===== src/hw/fbw_map.svh =====
// Opcodes, register offsets, field positions and reset values
`ifndef FBW_MAP_SVH
`define FBW_MAP_SVH
// Serial opcodes
`define FBW_OP_WEL_SET     8'h06
`define FBW_OP_WEL_CLR     8'h04
`define FBW_OP_STAT_WR     8'h01
`define FBW_OP_FUNC_WR     8'h42
`define FBW_OP_ERASE_ALL_A 8'hC7
`define FBW_OP_ERASE_ALL_B 8'h60
`define FBW_OP_VOL_PARAM   8'hC0
`define FBW_OP_VOL_BANK    8'h17
`define FBW_OP_PP          8'h02
`define FBW_OP_PP4         8'h12
`define FBW_OP_PPQ         8'h32
`define FBW_OP_SE_A        8'h20
`define FBW_OP_SE_B        8'hD7
`define FBW_OP_SE4         8'h21
`define FBW_OP_BE32        8'h52
`define FBW_OP_BE32_4      8'h5C
`define FBW_OP_BE64        8'hD8
`define FBW_OP_BE64_4      8'hDC
// Frame lengths in serial bits
`define FBW_BITS_OP        6'd8
`define FBW_BITS_BYTE      6'd16
`define FBW_BITS_ADDR      6'd40
// Status and function byte field positions
`define FBW_SB_BP_LO       2
`define FBW_SB_QE          6
`define FBW_SB_STATUS_WRITE_DISABLE        7
`define FBW_FB_TBS         1
// AXI4-Lite register byte offsets
`define FBW_REG_STATUS     4'h0
`define FBW_REG_FUNC       4'h4
`define FBW_REG_GEOM       4'h8
`define FBW_REG_LAST       4'hC
// Geometry block counts
`define FBW_BLK_64K        13'h0800
`define FBW_BLK_256K       13'h0200
// Reset values and bus response codes
`define FBW_RST_BP         4'h0
`define FBW_RST_GEOM       1'b0
`define FBW_RESP_OK        2'b00
`define FBW_RESP_ERR       2'b10
`endif


===== src/hw/fbw_pkg.sv =====
// Types shared by the block write protection logic
package fbw_pkg;
  // Command classes after decode
  typedef enum logic [7:0] {
    FBW_K_NONE = 8'h01,
    FBW_K_WSET = 8'h02,
    FBW_K_WCLR = 8'h04,
    FBW_K_STAT = 8'h08,
    FBW_K_FUNC = 8'h10,
    FBW_K_CHIP = 8'h20,
    FBW_K_PROG = 8'h40,
    FBW_K_VOL  = 8'h80
  } fbw_kind_e;

  // Whole state of the block
  typedef struct packed {
    logic [1:0]  sck_s;
    logic [1:0]  cs_s;
    logic [1:0]  si_s;
    logic [1:0]  wp_s;
    logic [1:0]  hold_s;
    logic        sck_p;
    logic        cs_p;
    logic [5:0]  cnt;
    logic [7:0]  op;
    logic [31:0] pay;
    logic [3:0]  bp;
    logic        qe;
    logic        status_write_disable;
    logic        wel;
    logic        top_bottom_select;
    logic        g256;
    logic [7:0]  last_op;
    logic        last_ok;
    logic        last_ref;
    logic        array_go;
    logic        erase_all;
    logic        refused;
    logic        vol_go;
    logic        vol_sel;
    logic        hold_act;
    logic [31:0] addr;
    logic [7:0]  vol_data;
    logic        awready;
    logic        wready;
    logic        bvalid;
    logic [1:0]  bresp;
    logic        arready;
    logic        rvalid;
    logic [1:0]  rresp;
    logic [31:0] rdata;
    logic        aw_got;
    logic        w_got;
    logic [3:0]  aw_a;
    logic [31:0] wdata;
    logic        wstrb0;
  } fbw_state_s;
endpackage


===== src/hw/fbw_protect.sv =====
// Flash write protection: serial command check, status bits, AXI4-Lite view
// What this block does
// - Volatile read-parameter C0h and bank write 17h need no write latch.
// - Program or erase into the protected region is refused.
// - Full-array erase ignored unless all four protect bits are zero.
// - Status-write-disable at 0: status write allowed whatever the pin.
// - Disable at 1 and protect pin low: status bits locked, write ignored.
// - Disable at 1 and protect pin high: status write still takes effect.
// - Quad enable 0: protect and hold pins keep their control function.
// - Quad enable 1: protect and hold pins become data lines 2 and 3.
// - 64KB geometry: code 0 none, codes 1-11 protect 2^(code-1) blocks.
// - 64KB geometry: codes 12-15 protect 1536, 1792, 1920, 2048 blocks.
// - Top placement: protected run ends at the highest block.
// - Bottom placement: protected run starts at block zero.
// - 256KB geometry: code 0 none, codes 1-9 protect 2^(code-1) blocks.
// - 256KB geometry: codes 10-15 protect all 512 blocks.
// - Top/bottom select resets to top and can only move to bottom.
`include "fbw_map.svh"

module fbw_protect
  import fbw_pkg::*;
(
  // Clock and reset
  input  wire logic        sys_clk,
  input  wire logic        rst_n,
  // Serial link pins
  input  wire logic        spi_sck,
  input  wire logic        spi_cs_n,
  input  wire logic        spi_si,
  input  wire logic        data_line_2_i,
  output      logic        data_line_2_o,
  output      logic        data_line_2_oe,
  input  wire logic        data_line_3_i,
  output      logic        data_line_3_o,
  output      logic        data_line_3_oe,
  // Array and volatile register requests
  output      logic        array_go,
  output      logic        array_erase_all,
  output      logic [31:0] array_addr,
  output      logic        cmd_refused,
  output      logic        vol_go,
  output      logic        vol_bank_sel,
  output      logic [7:0]  vol_data,
  output      logic        hold_active,
  // AXI4-Lite slave
  input  wire logic [31:0] s_axi_awaddr,
  input  wire logic        s_axi_awvalid,
  output      logic        s_axi_awready,
  input  wire logic [31:0] s_axi_wdata,
  input  wire logic [3:0]  s_axi_wstrb,
  input  wire logic        s_axi_wvalid,
  output      logic        s_axi_wready,
  output      logic [1:0]  s_axi_bresp,
  output      logic        s_axi_bvalid,
  input  wire logic        s_axi_bready,
  input  wire logic [31:0] s_axi_araddr,
  input  wire logic        s_axi_arvalid,
  output      logic        s_axi_arready,
  output      logic [31:0] s_axi_rdata,
  output      logic [1:0]  s_axi_rresp,
  output      logic        s_axi_rvalid,
  input  wire logic        s_axi_rready
);

  fbw_state_s s_q;
  fbw_state_s s_d;
  fbw_kind_e  kind;
  logic       frame_end;
  logic       sck_rise;
  logic       wp_eff;
  logic       hit;

  // Number of protected blocks for a protect code
  function automatic logic [12:0] fbw_count(input logic [3:0] c,
                                            input logic       g);
    logic [12:0] n;
    n = 13'h0000;
    if (c != 4'h0)
      n = 13'h0001 << (c - 4'h1);
    if (g)
    begin
      if (c >= 4'hA)
        n = `FBW_BLK_256K;
      // Code 9 keeps 256 blocks on both placements
    end
    else
    begin
      unique case (c)
        4'hC:    n = 13'h0600;
        4'hD:    n = 13'h0700;
        4'hE:    n = 13'h0780;
        4'hF:    n = `FBW_BLK_64K;
        default: n = n;
      endcase
    end
    return n;
  endfunction

  // True when the address falls inside the protected run
  function automatic logic fbw_hit(input logic [31:0] a,
                                   input logic [3:0]  c,
                                   input logic        t,
                                   input logic        g);
    logic [12:0] blk;
    logic [12:0] n;
    logic [12:0] total;
    blk   = g ? {4'h0, a[26:18]} : {2'b00, a[26:16]};
    n     = fbw_count(c, g);
    total = g ? `FBW_BLK_256K : `FBW_BLK_64K;
    if (t)
      return blk < n;
    return (blk + n) >= total;
  endfunction

  // Opcode classes
  function automatic fbw_kind_e fbw_decode(input logic [7:0] op);
    unique case (op)
      `FBW_OP_WEL_SET:                       return FBW_K_WSET;
      `FBW_OP_WEL_CLR:                       return FBW_K_WCLR;
      `FBW_OP_STAT_WR:                       return FBW_K_STAT;
      `FBW_OP_FUNC_WR:                       return FBW_K_FUNC;
      `FBW_OP_ERASE_ALL_A, `FBW_OP_ERASE_ALL_B: return FBW_K_CHIP;
      `FBW_OP_VOL_PARAM, `FBW_OP_VOL_BANK:   return FBW_K_VOL;
      `FBW_OP_PP, `FBW_OP_PP4, `FBW_OP_PPQ, `FBW_OP_SE_A, `FBW_OP_SE_B,
      `FBW_OP_SE4, `FBW_OP_BE32, `FBW_OP_BE32_4, `FBW_OP_BE64,
      `FBW_OP_BE64_4:                        return FBW_K_PROG;
      default:                               return FBW_K_NONE;
    endcase
  endfunction

  // Link events seen from the synchronised pins
  assign sck_rise  = s_q.sck_s[1] & ~s_q.sck_p;
  assign frame_end = s_q.cs_s[1] & ~s_q.cs_p & (s_q.cnt >= `FBW_BITS_OP);
  assign kind      = fbw_decode(s_q.op);
  // In quad mode the protect pin is data, so hardware lock is off
  assign wp_eff    = s_q.qe | s_q.wp_s[1];
  assign hit       = fbw_hit(s_q.pay, s_q.bp, s_q.top_bottom_select, s_q.g256);

  // Next state
  always_comb
  begin
    s_d = s_q;
    // Two flops on every pin from the link side
    s_d.sck_s  = {s_q.sck_s[0], spi_sck};
    s_d.cs_s   = {s_q.cs_s[0], spi_cs_n};
    s_d.si_s   = {s_q.si_s[0], spi_si};
    s_d.wp_s   = {s_q.wp_s[0], data_line_2_i};
    s_d.hold_s = {s_q.hold_s[0], data_line_3_i};
    s_d.sck_p  = s_q.sck_s[1];
    s_d.cs_p   = s_q.cs_s[1];
    s_d.array_go  = 1'b0;
    s_d.erase_all = 1'b0;
    s_d.refused   = 1'b0;
    s_d.vol_go    = 1'b0;
    // Hold only acts while the pin is a control input
    s_d.hold_act = ~s_q.qe & ~s_q.hold_s[1];

    // Shift opcode then payload; extra bits past the address are dropped
    if (s_q.cs_s[1])
      s_d.cnt = 6'd0;
    else if (sck_rise && s_q.cnt < `FBW_BITS_ADDR)
    begin
      s_d.cnt = s_q.cnt + 6'd1;
      if (s_q.cnt < `FBW_BITS_OP)
        s_d.op = {s_q.op[6:0], s_q.si_s[1]};
      else
        s_d.pay = {s_q.pay[30:0], s_q.si_s[1]};
    end

    // Judge the command when chip select rises
    if (frame_end)
    begin
      s_d.last_op  = s_q.op;
      s_d.last_ok  = 1'b0;
      s_d.last_ref = 1'b0;
      unique case (kind)
        FBW_K_WSET: s_d.wel = 1'b1;
        FBW_K_WCLR: s_d.wel = 1'b0;
        FBW_K_VOL:
        begin
          // No latch needed for these two
          s_d.vol_go   = s_q.cnt >= `FBW_BITS_BYTE;
          s_d.vol_sel  = s_q.op == `FBW_OP_VOL_BANK;
          s_d.vol_data = s_q.pay[7:0];
          s_d.last_ok  = s_q.cnt >= `FBW_BITS_BYTE;
        end
        FBW_K_STAT:
        begin
          if (s_q.wel && (!s_q.status_write_disable || wp_eff))
          begin
            s_d.bp   = s_q.pay[`FBW_SB_BP_LO +: 4];
            s_d.qe   = s_q.pay[`FBW_SB_QE];
            s_d.status_write_disable = s_q.pay[`FBW_SB_STATUS_WRITE_DISABLE];
            s_d.wel  = 1'b0;
            s_d.last_ok = 1'b1;
          end
          else
            s_d.last_ref = 1'b1;
        end
        FBW_K_FUNC:
        begin
          // Select can be set but never cleared
          if (s_q.wel)
            s_d.top_bottom_select = s_q.top_bottom_select | s_q.pay[`FBW_FB_TBS];
          s_d.wel      = 1'b0;
          s_d.last_ok  = s_q.wel;
          s_d.last_ref = ~s_q.wel;
        end
        FBW_K_CHIP:
        begin
          if (s_q.wel && s_q.bp == 4'h0)
          begin
            s_d.erase_all = 1'b1;
            s_d.wel       = 1'b0;
            s_d.last_ok   = 1'b1;
          end
          else
          begin
            s_d.refused  = 1'b1;
            s_d.last_ref = 1'b1;
          end
        end
        FBW_K_PROG:
        begin
          // Short frames carry no usable address and are refused
          if (s_q.wel && !hit && s_q.cnt == `FBW_BITS_ADDR)
          begin
            s_d.array_go = 1'b1;
            s_d.addr     = s_q.pay;
            s_d.wel      = 1'b0;
            s_d.last_ok  = 1'b1;
          end
          else
          begin
            s_d.refused  = 1'b1;
            s_d.last_ref = 1'b1;
          end
        end
        default: s_d.last_ok = 1'b0;
      endcase
    end

    // AXI write: address and data taken in either order
    if (s_axi_awvalid && s_q.awready)
    begin
      s_d.aw_got  = 1'b1;
      s_d.awready = 1'b0;
      s_d.aw_a    = s_axi_awaddr[3:0];
    end
    if (s_axi_wvalid && s_q.wready)
    begin
      s_d.w_got  = 1'b1;
      s_d.wready = 1'b0;
      s_d.wdata  = s_axi_wdata;
      s_d.wstrb0 = s_axi_wstrb[0];
    end
    if (s_q.aw_got && s_q.w_got && !s_q.bvalid)
    begin
      s_d.aw_got = 1'b0;
      s_d.w_got  = 1'b0;
      s_d.bvalid = 1'b1;
      s_d.bresp  = `FBW_RESP_ERR;
      if (s_q.aw_a == `FBW_REG_GEOM)
      begin
        s_d.bresp = `FBW_RESP_OK;
        if (s_q.wstrb0)
          s_d.g256 = s_q.wdata[0];
      end
    end
    if (s_q.bvalid && s_axi_bready)
    begin
      s_d.bvalid  = 1'b0;
      s_d.awready = 1'b1;
      s_d.wready  = 1'b1;
    end

    // AXI read: answer one cycle after the address is taken
    if (s_axi_arvalid && s_q.arready)
    begin
      s_d.arready = 1'b0;
      s_d.rvalid  = 1'b1;
      s_d.rresp   = `FBW_RESP_OK;
      unique case (s_axi_araddr[3:0])
        `FBW_REG_STATUS:
          s_d.rdata = {24'h000000, s_q.status_write_disable, s_q.qe, s_q.bp, s_q.wel, 1'b0};
        `FBW_REG_FUNC: s_d.rdata = {30'h00000000, s_q.top_bottom_select, 1'b0};
        `FBW_REG_GEOM: s_d.rdata = {31'h00000000, s_q.g256};
        `FBW_REG_LAST:
          s_d.rdata = {22'h000000, s_q.last_ref, s_q.last_ok, s_q.last_op};
        default:
        begin
          s_d.rdata = 32'h00000000;
          s_d.rresp = `FBW_RESP_ERR;
        end
      endcase
      if (s_axi_araddr[31:4] != 28'h0000000)
      begin
        s_d.rdata = 32'h00000000;
        s_d.rresp = `FBW_RESP_ERR;
      end
    end
    if (s_q.rvalid && s_axi_rready)
    begin
      s_d.rvalid  = 1'b0;
      s_d.arready = 1'b1;
    end
  end

  // State register; select, protect and hold pins idle high, clock low, so the link starts deselected
  always_ff @(posedge sys_clk or negedge rst_n)
  begin
    if (!rst_n)
    begin
      s_q         <= '0;
      s_q.sck_s   <= 2'b00;
      s_q.cs_s    <= 2'b11;
      s_q.cs_p    <= 1'b1;
      s_q.wp_s    <= 2'b11;
      s_q.hold_s  <= 2'b11;
      s_q.bp      <= `FBW_RST_BP;
      s_q.g256    <= `FBW_RST_GEOM;
      s_q.last_op <= 8'h00;
      s_q.awready <= 1'b1;
      s_q.wready  <= 1'b1;
      s_q.arready <= 1'b1;
    end
    else
      s_q <= s_d;
  end

  // Outputs from the state flops; no read path, so data lines stay released
  assign data_line_2_o   = s_q.refused & 1'b0;
  assign data_line_2_oe  = s_q.refused & 1'b0;
  assign data_line_3_o   = s_q.refused & 1'b0;
  assign data_line_3_oe  = s_q.refused & 1'b0;
  assign array_go        = s_q.array_go;
  assign array_erase_all = s_q.erase_all;
  assign array_addr      = s_q.addr;
  assign cmd_refused     = s_q.refused;
  assign vol_go          = s_q.vol_go;
  assign vol_bank_sel    = s_q.vol_sel;
  assign vol_data        = s_q.vol_data;
  assign hold_active     = s_q.hold_act;
  assign s_axi_awready   = s_q.awready;
  assign s_axi_wready    = s_q.wready;
  assign s_axi_bvalid    = s_q.bvalid;
  assign s_axi_bresp     = s_q.bresp;
  assign s_axi_arready   = s_q.arready;
  assign s_axi_rvalid    = s_q.rvalid;
  assign s_axi_rresp     = s_q.rresp;
  assign s_axi_rdata     = s_q.rdata;
endmodule


===== config.mk =====
export PLATFORM = sky130hd
export DESIGN_NAME = fbw_protect
export DESIGN_NICKNAME = d
export VERILOG_FILES = /design/src/hw/fbw_pkg.sv /design/src/hw/fbw_protect.sv
export VERILOG_INCLUDE_DIRS = /design/src /design/src/hw
export SDC_FILE = /design/constraint.sdc
export NUM_CORES = 1
export LEC_CHECK = 0
export ABC_AREA = 1
export BUFFER_PORTS_ARGS = -buffer_cell sky130_fd_sc_hd__buf_2
export CORE_MARGIN = 5
export CORE_UTILIZATION = 54
export DETAILED_ROUTE_END_ITERATION = 8
export PLACE_DENSITY = 0.81
export SLEW_MARGIN = 30
export SYNTH_ARGS = -nofsm -noshare
export SYNTH_HDL_FRONTEND = slang
export SYNTH_SLANG_ARGS = --single-unit

===== constraint.sdc =====
create_clock -name sys_clk -period 4.41 [get_ports sys_clk]
set_input_delay 0.882 -clock sys_clk [delete_from_list [all_inputs] [get_ports sys_clk]]
set_output_delay 0.882 -clock sys_clk [all_outputs]
set_load 0.01 [all_outputs]

==> results of run 1 <==
[what timing repair did]
action	in CTS	in global routing
resized for setup	0	43
buffers inserted	0	7
setup endpoints to repair	0	37
[worst register-to-register path: cells and delay by family (launching register included)]
family | cells | cell delay [ps]
AO/OA/AOI/OAI | 5 | 560
flip-flops | 1 | 460
adder cells (fa/ha/maj) | 2 | 550
AND/OR/NAND/NOR | 18 | 1830
XOR/XNOR | 1 | 80
buffers and inverters | 6 | 590
[placed cells by master (no fill, tap or decap), types with 28 or more instances in the layout]
cell,netlist,routed
sky130_fd_sc_hd__nor2_1,55,48
sky130_fd_sc_hd__o21ai_0,93,86
sky130_fd_sc_hd__o21ai_2,31,32
sky130_fd_sc_hd__inv_1,125,121
sky130_fd_sc_hd__nand3_1,34,34
sky130_fd_sc_hd__nand2_1,185,184
sky130_fd_sc_hd__conb_1,1,28
sky130_fd_sc_hd__buf_2,3,111
sky130_fd_sc_hd__dfrtp_1,138,134
sky130_fd_sc_hd__nand2_2,33,34
[cells by family after synthesis]
group	synth area share [%]
adders and majority gates	4.48
buffers and inverters	15.7
other	0.0470
DFF	46.6
and+or+nand+nor	19.1
xor gates and xnor gates	0.549
AOI/OAI and AO/OA	13.6
[worst min path at each step]
| stage | slack (ps) | from | depth (start not counted) | to |
|---|---|---|---|---|
| 2_1_floorplan | 330 | s_d[202]$_DFF_PN0_ | 0 | s_d[192]$_DFF_PN0_ |
| 3_3_place_gp | 340 | s_d[198]$_DFF_PN0_ | 0 | s_q[198]$_DFF_PN0_ |
| 3_5_place_dp | 330 | s_d[202]$_DFF_PN0_ | 0 | s_d[192]$_DFF_PN0_ |
| 4_1_cts | 340 | s_d[198]$_DFF_PN0_ | 0 | s_q[198]$_DFF_PN0_ |
| 5_1_grt | 350 | s_d[198]$_DFF_PN0_ | 0 | s_q[198]$_DFF_PN0_ |
| 6_report | 350 | s_d[202]$_DFF_PN0_ | 0 | s_d[192]$_DFF_PN0_ |
[cells in the mapped netlist (2+ instances only)]
| library cell | count | share of area, % |
|---|---|---|
| sky130_fd_sc_hd__nand2_1 | 185 | 8.7 |
| sky130_fd_sc_hd__dfrtp_1 | 138 | 43 |
| sky130_fd_sc_hd__inv_1 | 125 | 5.9 |
| sky130_fd_sc_hd__o21ai_0 | 93 | 5.8 |
| sky130_fd_sc_hd__buf_4 | 81 | 7.6 |
| sky130_fd_sc_hd__nor2_1 | 55 | 2.6 |
| sky130_fd_sc_hd__nand3_1 | 34 | 2.1 |
| sky130_fd_sc_hd__nand2_2 | 33 | 2.6 |
| sky130_fd_sc_hd__o21ai_2 | 31 | 3.4 |
| sky130_fd_sc_hd__ha_1 | 27 | 4.2 |
| sky130_fd_sc_hd__a21oi_1 | 17 | 1.1 |
| sky130_fd_sc_hd__clkbuf_1 | 14 | 0.66 |
| sky130_fd_sc_hd__dfstp_2 | 10 | 3.3 |
| sky130_fd_sc_hd__a22o_1 | 8 | 0.88 |
| sky130_fd_sc_hd__nand4_1 | 8 | 0.63 |
| sky130_fd_sc_hd__nor3_1 | 8 | 0.50 |
| sky130_fd_sc_hd__inv_2 | 7 | 0.33 |
| sky130_fd_sc_hd__o22ai_1 | 7 | 0.55 |
| sky130_fd_sc_hd__buf_6 | 6 | 0.85 |
| sky130_fd_sc_hd__nor4_1 | 5 | 0.39 |
| sky130_fd_sc_hd__buf_2 | 3 | 0.19 |
| sky130_fd_sc_hd__clkinv_1 | 3 | 0.14 |
| sky130_fd_sc_hd__o21ai_1 | 3 | 0.19 |
| sky130_fd_sc_hd__o21bai_1 | 3 | 0.28 |
| sky130_fd_sc_hd__o31ai_1 | 3 | 0.28 |
| sky130_fd_sc_hd__or4_1 | 3 | 0.28 |
| sky130_fd_sc_hd__xor2_1 | 3 | 0.33 |
| sky130_fd_sc_hd__a21oi_2 | 2 | 0.22 |
| sky130_fd_sc_hd__nor3_2 | 2 | 0.25 |
| sky130_fd_sc_hd__o2111ai_1 | 2 | 0.22 |
| sky130_fd_sc_hd__o211ai_1 | 2 | 0.19 |
| sky130_fd_sc_hd__xnor2_1 | 2 | 0.22 |
[state kept, by name (all words and copies together) (netlist names), 7 cells and up]
register	cells
s_d	7
vol_data	8
s_q	78
array_addr	32
s_axi_rdata	10
[per-stage QoR]
stage,util (%),cell area (sq um)
after floorplan,-,8080
after global placement,56.9,8280
after detailed placement,56.9,8280
after CTS,61.2,8890
after global routing,63.2,9180
final,63.2,9180
[cell type report]
cell class,count,area share (%)
Sequential cell,148,40.5
Multi-Input combinational cell,579,35.2
Timing Repair Buffer,138,9.51
Inverter,135,5.52
Clock buffer,20,5.08
Tap cell,184,2.51
Clock inverter,11,1.62
[where the power goes]
part | internal (mW) | leakage, nW | switching (mW)
clock network | 0.934 | 0.295 | 0.561
logic | 0.162 | 2.27 | 0.288
registers | 1.45 | 1.98 | 0.0626
[metal layers]
layer | GRT usage [%] | up-vias
met5 | 0 | -
met4 | 6.46 | 0
met3 | 4.40 | 36
met2 | 32.2 | 197
met1 | 26.8 | 2950
li1 | - | 3068
==> results.md, run 1 <==
Setup path:
- The cell count along the critical path is 32.
- The count of buffering cells on the critical path with inverters included is 6.
- The worst setup path is captured at a flop.
- The start point of the critical path is s_q[142]$_DFFE_PN0P_.
- In this design, the largest share of critical-path delay is due to simple AND/OR/NAND/NOR gates.
- Across all register-to-register paths, the minimum setup slack is 220 ps.
- The critical path in this run is classified as flop to flop.
- The kind of start point of the critical path is a flop.
- The slowest cell on the critical path is sky130_fd_sc_hd__dfrtp_2.
- The startpoint of the most critical register-to-register path is s_q[142]$_DFFE_PN0P_.
- The data required time of the critical path is 4710 ps.
- In this run the critical register-to-register path is captured at array_addr[3]$_DFFE_PN0P_.
- The cell that appears most often on the critical path is sky130_fd_sc_hd__nor2_1.
- On the worst path, the slowest cell contributes a delay of 460 ps.
- The worst setup path endpoint is array_addr[3]$_DFFE_PN0P_.
- The depth of the worst register-to-register path is 32.
- Along the worst path, the maximum fanout reaches 7.
- The data arrival time of the critical path is 4490 ps.

Synth:
- Each instance of the synthesized netlist takes up on average 8.51 sq um.
- The async set-reset flop share out of synthesis is 100%.
- The main flop type after synthesis is sky130_fd_sc_hd__dfrtp_1.
- The number of warnings printed during yosys synthesis is 0.
- After synthesis, the netlist uses 47 different library cells.
- The number of enable flip-flop cells after synthesis is 0.
- Counting flops and latches in the post-synthesis netlist gives 148.
- The fraction of the yosys area taken by sequential cells is 46.6%.
- The synthesized netlist occupies a cell area of 7980 sq um.
- The number of standard cells after synthesis is 938.

Timing:
- For the pin with the worst max-slew slack, the measured transition is 761 ps.
- Clock skew on the completed layout was measured at 7.72 ps.
- The final critical-path required period is 4190 ps.
- The final critical-path setup slack is 220 ps.
- The number of max-slew violations in the final report is 0.
- For the final routed database, the setup TNS stands at 0 ps.
- The final count of negative-setup-slack endpoints is 0.
- The hold violation count in the final report is 0.
- The post-route fraction of the period consumed by the critical path is 95.0%.
- On the final layout, the worst hold slack is 347 ps.
- The top achievable clock speed is 0.239 GHz.
- The headroom to the max-slew limit is 49.2%.

Routing:
- The mean number of vias per cell is 5.14.
- Dividing the detail-routed wire length by the instance count gives 15.2 microns.
- Summing over every cut layer, the via total after detailed routing is 6251.
- After detailed routing, the met3 layer carries 1.01 mm of wire.
- In this run, the number of DRC markers left after iteration 0 of detailed routing was 478.
- After detailed routing, no signal wire sits above met4.
- For this run, design rule violations remaining after detail routing come to 0.
- The final antenna-violating net count is 0.
- The count of TritonRoute iterations in the first routing pass is 5.
- For this block, the routed nets add up to 18.5 mm of wire.
- The routed wire length on met2 is 8.96 mm.
- The met1 wire length is 8.13 mm.

Cells and area:
- The post-layout net count is 1159.
- The multi-input combinational cell area is 3230 sq um.
- The fill cell total of the finished layout is 1229.
- The repair_antennas step left the layout with diodes totalling 0.
- The signed area change from the synthesized netlist to the final layout is 15.1%.
- Of the cells placed in the final design, the portion with a size suffix greater than 1 is 28.0%.
- The area taken by flip-flops and latches is 3720 sq um.
- The finished layout holds 1215 standard cells, fillers aside.

Global route:
- The first global-routing pass estimated 28.7 mm of wire.
- Entering global routing, the biggest net connects 99 pins.
- Global routing finished with a remaining overflow of 0.
- The global-route usage over all layers is 19.9%.
- The number of antenna violations at the first check in global routing is 0.
- The number of global-route vias before repair was 5951.

Placed design:
- The routability-driven placement congestion ratio is 0.899.
- The HPWL after detailed placement is 12.6 mm.
- In this run, placement finished with an instance count of 1171.
- The setup slack at placement is 204 ps.
- The number of I/O port buffers is 112.

Clock tree:
- The clock tree synthesis step divided the H-tree into 4 levels.
- Buffers inserted to repair hold after CTS numbered 0.
- The root cell of the clock tree is sky130_fd_sc_hd__clkbuf_16.
- The clock insertion delay at the later pin of the skew report is 420 ps.
- The clock tree from TritonCTS is built.
- The maximum buffer depth of the clock tree is 2.
- The CTS clock-pin slew for the worst setup and hold paths is 60 ps.
- The clock net in this run drives a total of 148 sinks.
- The clock buffer count from CTS is 17.

Worst hold path:
- The tightest min-delay check is of the flop to flop type.

Floorplan:
- During I/O placement, the number of pins put on the boundary was 203.
- The die covers 17300 sq um.
- The initial utilization of the core area, before any placement, comes to 54.9%.
- The die is 132 microns tall.
- The die is 132 microns wide.
- The core region is 14500 sq um.
- Row generation in the floorplan step produced 44 rows.

Run status:
- The flow ran to the end, and the final reports show no timing, DRC or antenna violations.

Pwr:
- The largest vdd supply drop is 291 uV.
- The total power per unit cell area is 377 nW/um^2.
- The overall power after layout is 3.46 mW.
- In this run the static leakage power is 4.55 nW.

Job:
- Max-cap violations in this run came to 0.
(Power assumes the default switching activity.)
==> inputs of run 2 (changes only) <==
--- a/config.mk
+++ b/config.mk
@@ -11,7 +11,7 @@
 export CORE_MARGIN = 5
 export CORE_UTILIZATION = 54
 export DETAILED_ROUTE_END_ITERATION = 8
-export PLACE_DENSITY = 0.81
+export PLACE_DENSITY = 0.86
 export SLEW_MARGIN = 30
 export SYNTH_ARGS = -nofsm -noshare
 export SYNTH_HDL_FRONTEND = slang
==> run 2 against run 1 <==
  * First-iteration DRC count rose by 7.7%
  * Sequential power is essentially flat
  * Sequential share of layout area increased by 0.27 points
  * Worst hold slack better by 2.5 ps
  * Non-clock buffer count did not move
  * Cell area down 0.67%
  * Critical endpoint is now array_addr[5]$_DFFE_PN0P_
  * Highest routed layer unchanged
==> results.md, run 2 (synthesis results as in run 1) <==
Floorplan:
- The core area is 14500 sq um (unchanged).
- The effective utilization at floorplan is 54.9% (unchanged).
- The width of the die is 132 microns (unchanged).
- The die area is 17300 sq um (unchanged).
- The die span in y is 132 microns (unchanged).
- The row count is 44 (unchanged).
- The number of I/O pins is 203 (unchanged).

Placed design:
- The HPWL after detailed placement is 12.4 mm (-2.1%).
- The instance area at placement is 8270 sq um (about the same).
- The routability-driven placement congestion ratio is 0.894 (-0.55%).
- The number of I/O port buffers came to 112 (unchanged).

Cells and area:
- The post-route standard cell area excluding fillers is 9120 sq um (-0.67%).
- The library cell used most frequently in the layout, excluding fill and tap cells, is sky130_fd_sc_hd__nand2_1.
- The flip-flop count of the largest register after layout is 78 (unchanged).
- The ratio of cells with drive above 1 in the final layout is 27.5% (-0.51 points).
- The signed area change from the synthesized netlist to the final layout is 14.3%.
- The number of antenna cells inserted is 0 (unchanged).
- s_q holds more flip-flops than any other register.
- The post-layout net count came to 1159 (unchanged).
- In the layout the commonest cells are 182 x sky130_fd_sc_hd__nand2_1, 134 x sky130_fd_sc_hd__dfrtp_1, 122 x sky130_fd_sc_hd__inv_1.
- The fill cell total of the finished layout came to 1161 (-5.5%).

Timing:
- The worst clock skew is 9.40 ps (+1.68 ps).
- The headroom to the max-slew limit is 43.8% (-5.5 points).
- The hold violation count in the final report came to 0 (unchanged).
- The final count of negative-setup-slack endpoints is 0 (unchanged).
- The slew at the pin closest to its max-slew limit is 844 ps (+82.2 ps).
- The final worst hold slack is 349 ps (+2.51 ps).
- The top achievable clock speed is 0.233 GHz (-2.2%).
- The number of max-slew violations in the final report is 0 (unchanged).
- The post-route fraction of the period consumed by the critical path is 97.1% (+2.1 points).
- The final critical-path required period is 4280 ps (+94.5 ps).

Clock tree:
- The CTS clock-pin slew for the worst setup and hold paths is 60 ps (about the same).
- The number of buffers added to fix hold violations after cts is 0 (unchanged).
- The clock insertion delay at the later pin of the skew report came to 420 ps (about the same).
- The root cell of the clock tree is sky130_fd_sc_hd__clkbuf_16.
- The level count of the clock H-tree is 4 (unchanged).
- The clock buffer count from CTS is 17 (unchanged).
- The maximum buffer depth of the clock tree is 2 (unchanged).
- The clock tree from TritonCTS is built.
- The clock sink count is 148 (unchanged).

Routing:
- The total wire length came to 17.8 mm (-4.0%).
- The mean number of vias per cell is 5.11 (-0.74%).
- The count of vias placed by the detailed router came to 6210 (-0.66%).
- The final routed DRC violation total was 0 (unchanged).
- The count of TritonRoute iterations in the first routing pass came to 5 (unchanged).
- The number of DRC markers in iteration 0 came to 515 (+7.7%).
- The final antenna-violating net count is 0 (unchanged).
- The average wire per standard cell is 14.6 microns (-4.1%).

Global route:
- The largest net degree at the start of global routing came to 110 (+11%).
- The number of global-route vias before repair is 5841 (-1.8%).
- The residual overflow from global routing is 0 (unchanged).
- The global-route usage over all layers was 19.5% (-0.35 points).
- The wire length of the first global-routing pass is 28.1 mm (-2.1%).
- The number of antenna violations at the first check in global routing was 0 (unchanged).

Setup path:
- The critical path start-end classification is flop to flop.
- The slowest cell on the critical path is sky130_fd_sc_hd__dfrtp_2.
- The sort of element at the end of the critical path is a flop.
- The data required time of the critical path is 4710 ps (about the same).
- The data arrival time of the critical path is 4580 ps (+90 ps).
- The maximum fanout count along the critical path came to 7 (unchanged).
- The worst stage delay on the critical path came to 450 ps (about the same).
- The kind of start point of the critical path is a flop.
- In this design, the critical path's most frequently occurring cell is sky130_fd_sc_hd__nor2_1.

Worst hold path:
- The min-delay analysis places its worst path in the category flop to flop.

Pwr:
- The largest vdd supply drop is 352 uV (+21%).
- The leakage component of the power came to 4.52 nW (-0.58%).
- The total power per unit cell area was 364 nW/um^2 (-3.3%).

Job:
- The max-cap check violation count is 0 (unchanged).

Run status:
- The flow ran to the end, and the final reports show no timing, DRC or antenna violations.
## run 2: changes by cell type in the layout (fill, tap and decap cells not counted), sizes merged
cell | previous run | this run
inv | 134 | 132
bufinv | 3 | 1
buf | 134 | 135
clkbuf | 24 | 30
clkinv | 6 | 7
clkinvlp | 3 | 0
## run 2: path summary, 6_finish.rpt
| path | cells after the start | slack, ps | from | end |
|---|---|---|---|---|
| min in group asynchronous | 1 | 550 | rst_n | s_q[35]$_DFFE_PN0P_ |
| max in group asynchronous | 2 | 3010 | rst_n | array_addr[26]$_DFFE_PN0P_ |
| hold / removal | 0 | 350 | s_d[202]$_DFF_PN0_ | s_d[192]$_DFF_PN0_ |
| setup reg to reg | 32 | 130 | s_q[142]$_DFFE_PN0P_ | array_addr[5]$_DFFE_PN0P_ |
| setup / recovery | 32 | 130 | s_q[142]$_DFFE_PN0P_ | array_addr[5]$_DFFE_PN0P_ |
| hold reg to reg | 0 | 350 | s_d[202]$_DFF_PN0_ | s_d[192]$_DFF_PN0_ |
## run 2: per-stage QoR
stage	worst slack [ps]	setup TNS, ps	instances	total power, mW	utilization, %
after floorplan	735	0	965	1.80	-
after global placement	205	0	1170	1.92	56.9
after detailed placement	103	0	1170	1.93	56.9
after CTS	61.7	0	1202	3.31	60.8
after global routing	-235	-6880	1216	3.48	62.7
final	126	0	1216	3.32	62.7
## run 2: per-layer routing
metal | track usage (%) | share of wire [%] | vias to the layer above
met1 | 26.0 | 44 | 2915
met5 | 0 | 0 | -
met2 | 30.5 | 48 | 198
met3 | 5.81 | 5.9 | 44
met4 | 7.20 | 2.6 | 0
li1 | - | - | 3053
## run 2: what timing repair did
item                       in CTS  in global routing
gates cloned                    0                  4
pin swaps                       0                  9
buffers inserted                0                 10
setup endpoints to repair      20                 37
gates resized for setup         1                 46
## run 2: cell type report
type                            count  area, sq um  area share, %
Clock buffer                       27          513           5.63
Timing Repair Buffer              138          851           9.33
Inverter                          135          507           5.56
Multi-Input combinational cell    579         3250           35.6
Clock inverter                      5         50.0          0.549
Tap cell                          184          230           2.52
Sequential cell                   148         3720           40.8
## run 2: power breakdown
part           internal [mW]  switching (mW)  leakage, nW
Clock                  0.848           0.519        0.281
Sequential              1.45          0.0645         1.98
Combinational          0.150           0.289         2.26
Total                   2.45           0.873         4.52
## run 2: worst max-delay path: cells and delay by family, from the launching register on
| family | cells | cell delay [ps] |
|---|---|---|
| flip-flops | 1 | 450 |
| buffers and inverters | 6 | 620 |
| AND/OR/NAND/NOR | 18 | 1860 |
| adder cells (fa/ha/maj) | 2 | 560 |
| XOR/XNOR | 1 | 80 |
| AO/OA/AOI/OAI | 5 | 570 |
==> inputs of run 3 (changes only) <==
--- a/config.mk
+++ b/config.mk
@@ -11,8 +11,9 @@
 export CORE_MARGIN = 5
 export CORE_UTILIZATION = 54
 export DETAILED_ROUTE_END_ITERATION = 8
-export PLACE_DENSITY = 0.86
+export PLACE_DENSITY = 0.87
 export SLEW_MARGIN = 30
 export SYNTH_ARGS = -nofsm -noshare
 export SYNTH_HDL_FRONTEND = slang
 export SYNTH_SLANG_ARGS = --single-unit
+export TNS_END_PERCENT = 30
==> run 3 against run 2 <==
  * Clock skew up 1.6 ps
  * Register-to-register slack gained 80 ps
  * Sequential power barely moved
  * Sequential cell count unchanged
  * Worst hold slack lost 5.3 ps
  * Cell area barely moved
  * Clock power hardly changed
  * Final cell count decreased by 0.25%
  * Largest power group unchanged
  * Highest routed layer unchanged
==> results.md, run 3 (synthesis results as in run 1) <==
Routing:
- The count of TritonRoute iterations in the first routing pass is 5 (unchanged).
- The number of DRC markers in iteration 0 came to 672 (+30%).
- The mean number of vias per cell came to 5.23 (+2.4%).
- The final antenna-violating net count is 0 (unchanged).
- The final routed DRC violation total is 0 (unchanged).
- The count of vias placed by the detailed router came to 6344 (+2.2%).
- The total wire length is 18.4 mm (+3.5%).
- The average wire per standard cell is 15.2 microns (+3.8%).

Pwr:
- The overall power after layout was 3.32 mW (-0.11%).
- The leakage component of the power is 4.51 nW (-0.24%).
- The total internal power came to 2.41 mW (-1.6%).
- The portion of total power attributed to the clock network was 41.1% (about the same).
- The combinational share of power is 13.3% (about the same).
- The switching component of the power is 909 uW (+4.1%).
- The total power per unit cell area is 364 nW/um^2 (about the same).
- The largest vdd supply drop came to 285 uV (-19%).
- The switching part of the total was 27.4% (+1.1 points).
- The relative contribution of sequential cells to total power is 45.6% (about the same).

Cells and area:
- The flip-flop count of the largest register after layout came to 78 (unchanged).
- The post-layout net count came to 1156 (-0.26%).
- The ratio of cells with drive above 1 in the final layout is 26.9% (-0.60 points).
- The number of antenna cells inserted is 0 (unchanged).
- The post-route standard cell area excluding fillers was 9110 sq um (about the same).
- The filler-free cell count of the finished design is 1213 (-0.25%).
- The signed area change from the synthesized netlist to the final layout is 14.2% (about the same).
- The top register by number of flip-flops is s_q.
- The library cells used most frequently in the layout, excluding fill and tap cells, are 183 x sky130_fd_sc_hd__nand2_1, 134 x sky130_fd_sc_hd__dfrtp_1, 121 x sky130_fd_sc_hd__inv_1.
- The most common library cell in the layout ignoring fill and taps is sky130_fd_sc_hd__nand2_1.

Floorplan:
- The row count is 44 (unchanged).
- The die area is 17300 sq um (unchanged).
- The number of I/O pins is 203 (unchanged).
- The die span in y was 132 microns (unchanged).
- The width of the die was 132 microns (unchanged).
- The core area is 14500 sq um (unchanged).
- The effective utilization at floorplan was 54.9% (unchanged).

Timing:
- The final critical-path setup slack is 208 ps (+82.1 ps).
- The final critical-path required period came to 4200 ps (-82.1 ps).
- The number of max-slew violations in the final report is 0 (unchanged).
- The hold violation count in the final report is 0 (unchanged).
- The post-route fraction of the period consumed by the critical path is 95.3% (-1.9 points).
- The worst clock skew is 11.0 ps (+1.56 ps).
- The headroom to the max-slew limit is 46.6% (+2.9 points).
- The final count of negative-setup-slack endpoints was 0 (unchanged).
- The top achievable clock speed is 0.238 GHz (+2.0%).
- The slew at the pin closest to its max-slew limit is 801 ps (-43.1 ps).

Setup path:
- The setup slack on the worst flop-to-flop path is 210 ps (+80 ps).
- The critical path's top delay family is simple AND/OR/NAND/NOR gates.
- Counting stages on the worst path, the most repeated cell is sky130_fd_sc_hd__nor2_1.
- The critical path is of the flop to flop type.
- The worst setup path endpoint is array_addr[22]$_DFFE_PN0P_.
- The worst register-to-register path begins at s_q[136]$_DFFE_PN0P_.
- The reg-to-reg critical path endpoint is array_addr[22]$_DFFE_PN0P_.
- The worst stage delay on the critical path was 400 ps (-50 ps).
- The data arrival time of the critical path is 4550 ps (-30 ps).
- The start point of the critical path is s_q[136]$_DFFE_PN0P_.
- The data required time of the critical path is 4760 ps (+50 ps).
- The slowest cell on the critical path is sky130_fd_sc_hd__dfrtp_2.
- The depth of the worst register-to-register path is 29 (-9.4%).
- The kind of start point of the critical path is a flop.
- The count of buffering cells on the critical path with inverters included is 4 (-2).
- The worst setup path is captured at a flop.
- The maximum fanout count along the critical path was 8 (+1).
- The cell count along the critical path was 29 (-9.4%).

Clock tree:
- The root cell of the clock tree is sky130_fd_sc_hd__clkbuf_16.
- The number of buffers added to fix hold violations after cts is 0 (unchanged).
- The CTS clock-pin slew for the worst setup and hold paths is 60 ps (about the same).
- The clock insertion delay at the later pin of the skew report came to 420 ps (about the same).
- The level count of the clock H-tree is 4 (unchanged).
- TritonCTS built the clock tree.
- The maximum buffer depth of the clock tree is 2 (unchanged).
- The clock buffer count from CTS is 17 (unchanged).
- The clock sink count is 148 (unchanged).

Global route:
- The global-route usage over all layers came to 19.5% (-0.029 points).
- The residual overflow from global routing came to 0 (unchanged).
- The wire length of the first global-routing pass is 28.3 mm (+0.59%).
- The number of global-route vias before repair came to 5945 (+1.8%).
- The number of antenna violations at the first check in global routing came to 0 (unchanged).
- The largest net degree at the start of global routing came to 92 (-16%).

Worst hold path:
- The number of stages on the worst hold path came to 0 (unchanged).
- The path class of the tightest hold or removal check is flop to flop.

Placed design:
- The number of cells after detailed placement is 1168 (-0.17%).
- The instance area at placement came to 8250 sq um (-0.18%).
- The setup slack at placement was 198 ps (+94.7 ps).
- The routability-driven placement congestion ratio came to 0.903 (+1.0%).
- The HPWL after detailed placement came to 12.8 mm (+3.3%).
- The number of I/O port buffers came to 112 (unchanged).

Run status:
- The flow ran to the end, and the final reports show no timing, DRC or antenna violations.

Job:
- The max-cap check violation count is 0 (unchanged).
## run 3: timing repair
action                     CTS  global route
gates resized for setup      0            41
setup endpoints to repair    0            37
setup buffers                0             7
## run 3: routing by layer
metal,wire (microns),global-route usage (%)
met3,1230,4.78
met5,0,0
met1,7720,25.7
met2,8960,31.4
met4,477,7.20
## run 3: power by group through the flow
stage               Clock [mW]  Sequential (mW)  Combinational, mW
finish                    1.37             1.51              0.441
global route              1.45             1.53              0.498
CTS                       1.38             1.52              0.393
detailed placement           0             1.55              0.393
global placement             0             1.54              0.376
floorplan                    0             1.53              0.267
## run 3: worst min-delay path by stage
stage	from	endpoint	slack, ps
after floorplan	s_d[202]$_DFF_PN0_	s_d[192]$_DFF_PN0_	330
after detailed placement	s_d[198]$_DFF_PN0_	s_q[198]$_DFF_PN0_	340
final	s_d[198]$_DFF_PN0_	s_q[198]$_DFF_PN0_	340
after global placement	s_d[202]$_DFF_PN0_	s_d[192]$_DFF_PN0_	330
after global routing	s_d[196]$_DFF_PN1_	s_q[196]$_DFF_PN1_	360
after CTS	s_d[198]$_DFF_PN0_	s_q[198]$_DFF_PN0_	350
## run 3: cell type report
type,instances,area (sq um)
Fill cell,1181,5420
Sequential cell,148,3720
Multi-Input combinational cell,579,3230
Timing Repair Buffer,135,855
Inverter,135,507
Clock buffer,22,464
Tap cell,184,230
Clock inverter,10,98.8
## run 3: per-stage QoR
step / util (%) / hold slack [ps] / TNS (ps)
after detailed placement: 56.8 / 336 / 0
after CTS: 60.7 / 346 / 0
after floorplan: - / 331 / 0
after global placement: 56.8 / 335 / 0
final: 62.7 / 344 / 0
after global routing: 62.7 / 362 / -931
